[src/rtl/ccou_pkg.sv]
// Function
// block op: write base, then word count
// word count reads zero once block done
// global op: write one to global register
// block and global ops, both cache levels
// guard set against miss-inval-alloc-alloc corruption
// writeback-only ops need no guard
// software keeps memory idle, waits completion
// mask interrupts, wait, sixteen nops, unmask
// global register bit zero clears when done
// fence stalls until coherence op completes
// parallel flow: fence, freeze, poll, fence
// word count decrements per processed line
package ccou_pkg;
   // register offsets on the link
   localparam logic [7:0] OFF_BASE = 8'h00;
   localparam logic [7:0] OFF_COUNT = 8'h04;
   localparam logic [7:0] OFF_CTRL = 8'h08;
   localparam logic [7:0] OFF_L1_INV = 8'h0c;
   localparam logic [7:0] OFF_L1_FINV = 8'h10;
   localparam logic [7:0] OFF_L2_INV = 8'h14;
   localparam logic [7:0] OFF_L2_FINV = 8'h18;
   // field layout
   localparam int CNT_W = 16;
   localparam int CTRL_W = 3;
   localparam int CTRL_LEVEL_BIT = 2;
   localparam int SET_W = 8;
   localparam int SET_LSB = 6;
   localparam logic [2:0] CTRL_RESET = 3'h0;
   // one line is 16 words, 64 bytes
   localparam logic [15:0] LINE_WORDS = 16'h0010;
   localparam logic [31:0] LINE_BYTES = 32'h00000040;
   localparam logic [7:0] LAST_SET = 8'hff;
   // quiet cycles after completion
   localparam logic [4:0] NOP_COUNT = 5'h10;
   // operation kinds and levels
   typedef enum logic [1:0] {
      KIND_WB = 2'b00,
      KIND_INV = 2'b01,
      KIND_FINV = 2'b10
   } ccou_kind_type;
   localparam logic LEVEL_L1 = 1'b0;
   localparam logic LEVEL_L2 = 1'b1;
   // device sequencer
   typedef enum logic [1:0] {
      DEV_IDLE = 2'b00,
      DEV_BLOCK = 2'b01,
      DEV_GLOBAL = 2'b10
   } ccou_dev_state_type;
   // host sequencer
   typedef enum logic [3:0] {
      HST_IDLE = 4'b0000,
      HST_FENCE0 = 4'b0001,
      HST_WR_CTRL = 4'b0010,
      HST_WR_BASE = 4'b0011,
      HST_WR_CNT = 4'b0100,
      HST_WR_GLB = 4'b0101,
      HST_WAIT = 4'b0110,
      HST_POLL_RD = 4'b0111,
      HST_POLL_CHK = 4'b1000,
      HST_FENCE2 = 4'b1001,
      HST_NOPS = 4'b1010
   } ccou_host_state_type;
endpackage

[src/rtl/ccou_link_if.sv]
// register port plus fence and freeze between core side and unit
interface ccou_link_if;
   logic [7:0] addr;       // register offset
   logic [31:0] wdata;     // write data
   logic wr;               // write strobe
   logic rd;               // read strobe
   logic [31:0] rdata;     // read data, cycle after rd
   logic fence_req;        // memory fence pending
   logic fence_stall;      // fence must keep waiting
   logic l1_freeze;        // level-one data cache frozen
   modport dev (input addr, wdata, wr, rd, fence_req, l1_freeze, output rdata, fence_stall);
   modport host (output addr, wdata, wr, rd, fence_req, l1_freeze, input rdata, fence_stall);
endinterface

[src/rtl/ccou_countdown.sv]
// loadable down counter, stops at zero
module ccou_countdown #(
   parameter int W = 5
) (
   // clock and reset
   input logic clk_in,
   input logic rst_b_in,
   // control
   input logic load_in,
   input logic [W-1:0] value_in,
   // status
   output logic zero_out
);
   typedef struct packed {
      logic [W-1:0] cnt;  // remaining cycles
   } ccou_cnt_state_type;
   ccou_cnt_state_type q, d;

   // load wins over counting
   always_comb begin
      d = q;
      if (load_in) begin
         d.cnt = value_in;
      end else if (q.cnt != '0) begin
         d.cnt = q.cnt - 1'b1;
      end
   end

   // state register
   always_ff @(posedge clk_in or negedge rst_b_in) begin
      if (!rst_b_in) begin
         q <= '0;
      end else begin
         q <= d;
      end
   end

   assign zero_out = (q.cnt == '0);
endmodule

[src/rtl/ccou_host.sv]
// software side: issues coherence sequences over the link
module ccou_host import ccou_pkg::*; (
   // clock and reset
   input logic clk_in,
   input logic rst_b_in,
   // command from the core program
   input logic cmd_valid_in,
   input logic cmd_global_in,
   input logic cmd_level_in,
   input logic [1:0] cmd_kind_in,
   input logic [31:0] cmd_addr_in,
   input logic [15:0] cmd_count_in,
   input logic cmd_fence_in,
   input logic cmd_parallel_in,
   // status to the core program
   output logic cmd_ready_out,
   output logic done_out,
   output logic intr_disable_out,
   output logic traffic_hold_out,
   // link to the unit
   ccou_link_if.host link
);
   typedef struct packed {
      ccou_host_state_type st;
      logic glb;             // global command latched
      logic level;
      logic [1:0] kind;
      logic [31:0] base;
      logic [15:0] count;
      logic use_fence;
      logic par;             // parallel flow
      logic [7:0] poll_addr; // register that shows completion
      logic [7:0] addr;
      logic [31:0] wdata;
      logic wr;
      logic rd;
      logic fence;
      logic freeze;
      logic hold;
      logic intr_dis;
      logic done;
   } ccou_host_reg_type;
   ccou_host_reg_type q, d;
   logic nop_load;  // start quiet period
   logic nop_zero;  // quiet period over
   logic [7:0] gaddr;

   // quiet period after completion
   ccou_countdown #(.W(5)) u_nops (
      .clk_in(clk_in),
      .rst_b_in(rst_b_in),
      .load_in(nop_load),
      .value_in(NOP_COUNT),
      .zero_out(nop_zero)
   );

   // sequencer
   always_comb begin
      d = q;
      nop_load = 1'b0;
      // global register picked by level and kind; no global writeback here
      if (q.level == LEVEL_L1) begin
         gaddr = (q.kind == KIND_INV) ? OFF_L1_INV : OFF_L1_FINV;
      end else begin
         gaddr = (q.kind == KIND_INV) ? OFF_L2_INV : OFF_L2_FINV;
      end
      d.wr = 1'b0;
      d.rd = 1'b0;
      d.done = 1'b0;
      case (q.st)
         HST_IDLE: begin
            if (cmd_valid_in) begin
               d.glb = cmd_global_in;
               d.level = cmd_level_in;
               d.kind = cmd_kind_in;
               d.base = cmd_addr_in;
               d.count = cmd_count_in;
               d.use_fence = cmd_fence_in;
               d.par = cmd_parallel_in & ~cmd_global_in;
               d.intr_dis = 1'b1;
               if (cmd_parallel_in && !cmd_global_in) begin
                  d.st = HST_FENCE0;
               end else begin
                  d.hold = 1'b1;
                  d.st = cmd_global_in ? HST_WR_GLB : HST_WR_CTRL;
               end
            end
         end
         // drain traffic, then freeze the cache
         HST_FENCE0: begin
            d.fence = 1'b1;
            if (q.fence && !link.fence_stall) begin
               d.fence = 1'b0;
               d.freeze = 1'b1;
               d.st = HST_WR_CTRL;
            end
         end
         // kind and level go first, the unit latches them at launch
         HST_WR_CTRL: begin
            d.wr = 1'b1;
            d.addr = OFF_CTRL;
            d.wdata = {29'h0, q.level, q.kind};
            d.st = HST_WR_BASE;
         end
         // base strictly before count
         HST_WR_BASE: begin
            d.wr = 1'b1;
            d.addr = OFF_BASE;
            d.wdata = q.base;
            d.st = HST_WR_CNT;
         end
         HST_WR_CNT: begin
            d.wr = 1'b1;
            d.addr = OFF_COUNT;
            d.wdata = {16'h0, q.count};
            d.poll_addr = OFF_COUNT;
            d.st = q.par ? HST_POLL_RD : HST_WAIT;
         end
         // no base or count: a global walk covers every set
         HST_WR_GLB: begin
            d.wr = 1'b1;
            d.addr = gaddr;
            d.wdata = 32'h00000001;
            d.poll_addr = gaddr;
            d.st = HST_WAIT;
         end
         // fence preferred, polling otherwise
         HST_WAIT: begin
            if (q.use_fence) begin
               d.fence = 1'b1;
               if (q.fence && !link.fence_stall) begin
                  d.fence = 1'b0;
                  nop_load = 1'b1;
                  d.st = HST_NOPS;
               end
            end else begin
               d.st = HST_POLL_RD;
            end
         end
         HST_POLL_RD: begin
            d.rd = 1'b1;
            d.addr = q.poll_addr;
            d.st = HST_POLL_CHK;
         end
         // strobe still out on entry; the answer stands one cycle later only
         HST_POLL_CHK: begin
            if (q.rd) begin
               // strobe cycle carries no answer, so a zero here means nothing
               d.st = HST_POLL_CHK;
            end else if (q.glb ? (link.rdata[0] == 1'b0) : (link.rdata[15:0] == 16'h0)) begin
               if (q.par) begin
                  d.st = HST_FENCE2;
               end else begin
                  nop_load = 1'b1;
                  d.st = HST_NOPS;
               end
            end else begin
               d.st = HST_POLL_RD;
            end
         end
         HST_FENCE2: begin
            d.fence = 1'b1;
            if (q.fence && !link.fence_stall) begin
               d.fence = 1'b0;
               d.freeze = 1'b0;
               nop_load = 1'b1;
               d.st = HST_NOPS;
            end
         end
         // quiet cycles, then release interrupts
         HST_NOPS: begin
            if (nop_zero) begin
               d.intr_dis = 1'b0;
               d.hold = 1'b0;
               d.done = 1'b1;
               d.st = HST_IDLE;
            end
         end
         default: begin
            d.st = HST_IDLE;
         end
      endcase
   end

   // state register
   always_ff @(posedge clk_in or negedge rst_b_in) begin
      if (!rst_b_in) begin
         q <= '0;
      end else begin
         q <= d;
      end
   end

   // outputs
   assign cmd_ready_out = (q.st == HST_IDLE);
   assign done_out = q.done;
   assign intr_disable_out = q.intr_dis;
   assign traffic_hold_out = q.hold;
   assign link.addr = q.addr;
   assign link.wdata = q.wdata;
   assign link.wr = q.wr;
   assign link.rd = q.rd;
   assign link.fence_req = q.fence;
   assign link.l1_freeze = q.freeze;
endmodule

[src/flat_wrapper.sv]
// flat-port wrapper written by rule: the top's interface ports become plain ports
module ccou_host_flat import ccou_pkg::*;
  (clk_in, rst_b_in, cmd_valid_in, cmd_global_in, cmd_level_in, cmd_kind_in, cmd_addr_in, cmd_count_in, cmd_fence_in, cmd_parallel_in, cmd_ready_out, done_out, intr_disable_out, traffic_hold_out, link_addr, link_wdata, link_wr, link_rd, link_fence_req, link_l1_freeze, link_rdata, link_fence_stall);
  ccou_link_if link_i ();
  input logic clk_in;
  input logic rst_b_in;
  input logic cmd_valid_in;
  input logic cmd_global_in;
  input logic cmd_level_in;
  input logic [1:0] cmd_kind_in;
  input logic [31:0] cmd_addr_in;
  input logic [15:0] cmd_count_in;
  input logic cmd_fence_in;
  input logic cmd_parallel_in;
  output logic cmd_ready_out;
  output logic done_out;
  output logic intr_disable_out;
  output logic traffic_hold_out;
  output wire logic [$bits(link_i.addr)-1:0] link_addr;
  output wire logic [$bits(link_i.wdata)-1:0] link_wdata;
  output wire logic [$bits(link_i.wr)-1:0] link_wr;
  output wire logic [$bits(link_i.rd)-1:0] link_rd;
  output wire logic [$bits(link_i.fence_req)-1:0] link_fence_req;
  output wire logic [$bits(link_i.l1_freeze)-1:0] link_l1_freeze;
  input wire logic [$bits(link_i.rdata)-1:0] link_rdata;
  input wire logic [$bits(link_i.fence_stall)-1:0] link_fence_stall;
  assign link_addr = link_i.addr;
  assign link_wdata = link_i.wdata;
  assign link_wr = link_i.wr;
  assign link_rd = link_i.rd;
  assign link_fence_req = link_i.fence_req;
  assign link_l1_freeze = link_i.l1_freeze;
  assign link_i.rdata = link_rdata;
  assign link_i.fence_stall = link_fence_stall;
  ccou_host u_core (.clk_in(clk_in), .rst_b_in(rst_b_in), .cmd_valid_in(cmd_valid_in), .cmd_global_in(cmd_global_in), .cmd_level_in(cmd_level_in), .cmd_kind_in(cmd_kind_in), .cmd_addr_in(cmd_addr_in), .cmd_count_in(cmd_count_in), .cmd_fence_in(cmd_fence_in), .cmd_parallel_in(cmd_parallel_in), .cmd_ready_out(cmd_ready_out), .done_out(done_out), .intr_disable_out(intr_disable_out), .traffic_hold_out(traffic_hold_out), .link(link_i));
endmodule
[config.mk]
export PLATFORM = sky130hd
export DESIGN_NAME = ccou_host_flat
export DESIGN_NICKNAME = d
export VERILOG_FILES = /design/src/rtl/ccou_pkg.sv /design/src/rtl/ccou_link_if.sv /design/src/rtl/ccou_countdown.sv /design/src/rtl/ccou_host.sv /design/src/flat_wrapper.sv
export SDC_FILE = /design/constraint.sdc
export NUM_CORES = 1
export LEC_CHECK = 0
export ABC_CLOCK_PERIOD_IN_PS = 2950
export BUFFER_PORTS_ARGS = -buffer_cell sky130_fd_sc_hd__buf_2
export CELL_PAD_IN_SITES_DETAIL_PLACEMENT = 1
export CELL_PAD_IN_SITES_GLOBAL_PLACEMENT = 1
export CORE_ASPECT_RATIO = 1.75
export CORE_MARGIN = 2
export CORE_UTILIZATION = 40
export CTS_CLUSTER_SIZE = 16
export DETAILED_ROUTE_END_ITERATION = 10
export GPL_ROUTABILITY_DRIVEN = 0
export PLACE_DENSITY = 0.84
export SYNTH_ARGS = -nofsm -noshare
export SYNTH_HDL_FRONTEND = slang
export SYNTH_SLANG_ARGS = --single-unit
[constraint.sdc]
create_clock -name clk_in -period 2.95 [get_ports clk_in]
set_input_delay 0.59 -clock clk_in [delete_from_list [all_inputs] [get_ports clk_in]]
set_output_delay 0.59 -clock clk_in [all_outputs]
set_load 0.005 [all_outputs]
==> flow_summary.yaml <==
synth:
  synthCells: 507
  synth_compound_area_share_pct: 11.0
  synth_top_family_by_area: "simple AND/OR/NAND/NOR gates"
  synth_mux_area_share_pct: 0.864
  yosysTopAreaCell: "dfrtp_1"
  synth_xor_area_share_pct: 0.356
  synthArstFlopShare_pct: 100
  synth_simple_gate_area_share_pct: 21.7
  synth.yosys.seq_area_share_pct: 54.9
  yosys-top-cells-area: "dfrtp_1 (55%), nand2_1 (13%), buf_4 (7.2%), a22o_1 (2.8%), a222oi_1 (2.6%)"
  yosysWarnings: 0
  synth_top_cell_area_share_pct: 54.9
  ys_ff_latch: 108
  synth_cell_types: 52
  ys.flop_type: "dfrtp_1"
  synth_edf_count: 0
  synth.avg_cell_area_sq_um: 9.71
  synth_fa_ha_area_share_pct: 0.762
  netlist_area_sq_um: 4920
critical_path:
  cpPeakStageDelay_ps: 580
  path_cells: "nor4_2 > buf_2"
  crit_slowest_cell: "dfrtp_1"
  setup.worst_path.class: "flip-flop to output port"
  reg2reg_depth: 4
  cp_data_required_time_ps: 2360
  crit_fanout: 18
  crit_path_end_kind: "output port"
  r2r_start: "u_core.q[111]$_DFFE_PN0P_"
  crit_arrival_ps: 1610
  start_kind: "flip-flop"
  cp-startpoint: "u_core.q[112]$_DFFE_PN0P_"
floorplanning:
  die_height_microns: 151
  coreArea_sq_um: 12000
  dieArea_sq_um: 13300
  fp-row-count: 53
  die_x_microns: 87.9
  initial_core_util_pct: 41.0
  io_pins: 138
global_routing:
  grt_usage_pct: 19.9
  grt_max_degree: 54
  grt_pass1_wl_mm: 20.3
  antenna_found_initial: 0
  grt_pass1_vias: 4148
  overflow: 0
timing:
  layout_min_cycle_time_ps: 2200
  max_freq_mhz: 455
  setup_ws_ps: 754
  fin_crit_sh_pct: 74.4
  drv_slew: 0
  skew_ps: 7.14
  whs_ps: 280
  rsz0062_at_grt: "false"
  maxSlewHeadroom_pct: 36.4
  finalSetupTns_ps: 0
  tightest_slew_ps: 953
  setup_viol: 0
  timing_hold_violations_final: 0
power_and_ir_drop:
  p_comb_share_pct: 35.7
  p_sw_share_pct: 37.8
  switchingPower_w: 0.00221
  p_leak_nw: 3.07
  power_density_nw_per_um2: 1030
  pwr-share-clk_pct: 19.7
  p_seq_share_pct: 44.6
  vdd_ir_drop_max_mv: 0.314
  internal-power_w: 0.00364
  fin_total_pwr_w: 0.00585
cts:
  root_buffer: "clkbuf_16"
  post_cts_buffers: 0
  cts_tree: "done"
  cts_buffer_depth: 2
  cts_inserted_buffers: 9
  ctsHoldBuffers: 0
  clk_pin_slew_ps: 70
  post_cts_resized: 0
  cts.sinks: 108
  clk_latency_ps: 350
  cts_max_level: 3
placed_design:
  numPortBuffers: 116
  dpl_cell_area_sq_um: 5410
  preCtsSetupSlack_ps: 722
  dpl.hpwl_mm: 9.04
cells_and_area:
  syn_to_final_growth_pct: 15.6
  final_common_cell: "nand2_1"
  drive_above_1_share_pct: 26.1
  final_cell_mix: "nand2_1 (166), buf_2 (115), dfrtp_1 (108)"
  fin_area_sq_um: 5690
  nets: 676
detailed_routing:
  viasPerCell: 5.04
  antenna_left: 0
  dr.pass1.iters: 4
  drc: 0
  vias: 3796
  drt_wl_total_mm: 12.4
  drt_iter0_markers: 250
  post_drt_wl_per_cell_microns: 16.4
flow_run:
  cap_violations: 0
hold_path:
  hold_path_class: "input port to asynchronous set/reset pin"
run_status:
  status: "complete, no violations"
[cell type report]
type / count / area, sq um
Clock inverter: 5 / 45.0
Timing Repair Buffer: 128 / 686
Tap cell: 165 / 206
Fill cell: 1385 / 6310
Clock buffer: 10 / 239
Inverter: 19 / 71.3
Sequential cell: 108 / 2700
Antenna cell: 1 / 2.50
Multi-Input combinational cell: 317 / 1740
[Yosys cell counts, types with 7 or more instances]
library cell	number
a21oi_1	9
a222oi_1	13
a22o_1	16
buf_2	7
buf_4	47
clkbuf_1	13
dfrtp_1	108
inv_1	17
nand2_1	167
nand3_1	7
nor2_1	11
nor2b_1	10
nor3_1	8
o21ai_1	8
[cell families (layout without fill, tap and decap cells)]
logic type | after synthesis | count (layout)
AOI/OAI and AO/OA | 70 | 70
xor gates and xnor gates | 2 | 2
adders and majority gates | 3 | 3
buffers and inverters | 86 | 162
DFF | 108 | 108
muxes | 4 | 4
other | 1 | 6
and+or+nand+nor | 233 | 233
[critical path: cells and delay by family (launching register included)]
kind / cells / cell delay, ps
buf+inv: 1 / 200
flops: 1 / 580
simple gates: 1 / 480
[state kept, by name, summed over array words and instances, names as in the netlist]
| name | count |
|---|---|
| u_core.link.l1_freeze | 1 |
| u_core.u_nops.q | 5 |
| u_core.intr_disable_out | 1 |
| u_core.link.addr | 3 |
| u_core.link.wr | 1 |
| u_core.q | 61 |
| u_core.link.wdata | 32 |
| u_core.link.rd | 1 |
| u_core.done_out | 1 |
| u_core.link.fence_req | 1 |
| u_core.traffic_hold_out | 1 |
[routing by layer]
layer  vias up  part of all wire, %  GRT usage [%]
met5         -                    0              0
met1      1891                   39           22.8
met3        16                  3.4           3.71
li1       1807                    -              -
met2        82                   56           35.6
met4         0                  2.2           8.54
[power groups by stage]
| stage | Combinational, W | Sequential (W) | Clock, W |
|---|---|---|---|
| global route | 0.00237 | 0.00269 | 0.00125 |
| CTS | 0.00214 | 0.00261 | 0.00120 |
| finish | 0.00209 | 0.00261 | 0.00115 |
| global placement | 0.00197 | 0.00258 | 0 |
| floorplan | 0.00170 | 0.00243 | 0 |
| detailed placement | 0.00212 | 0.00264 | 0 |
[worst paths after layout]
check / to / slack [ps]
min in group clk_in: u_core.q[79]$_DFFE_PN0P_ / 420
setup reg to reg: u_core.link.wdata[16]$_DFFE_PN0P_ / 770
hold / removal: u_core.link.wdata[7]$_DFFE_PN0P_ / 280
hold reg to reg: u_core.q[81]$_DFFE_PN0P_ / 480
setup / recovery: cmd_ready_out / 750
max in group asynchronous: u_core.q[91]$_DFFE_PN0P_ / 1980
[metrics by stage]
stage | utilization, % | cells
finish | 47.4 | 753
global route | 47.4 | 752
CTS | 47.4 | 752
detailed placement | 45.0 | 737
global placement | 45.0 | 737
floorplan | - | 511
Power figures use the tool's default switching activity.
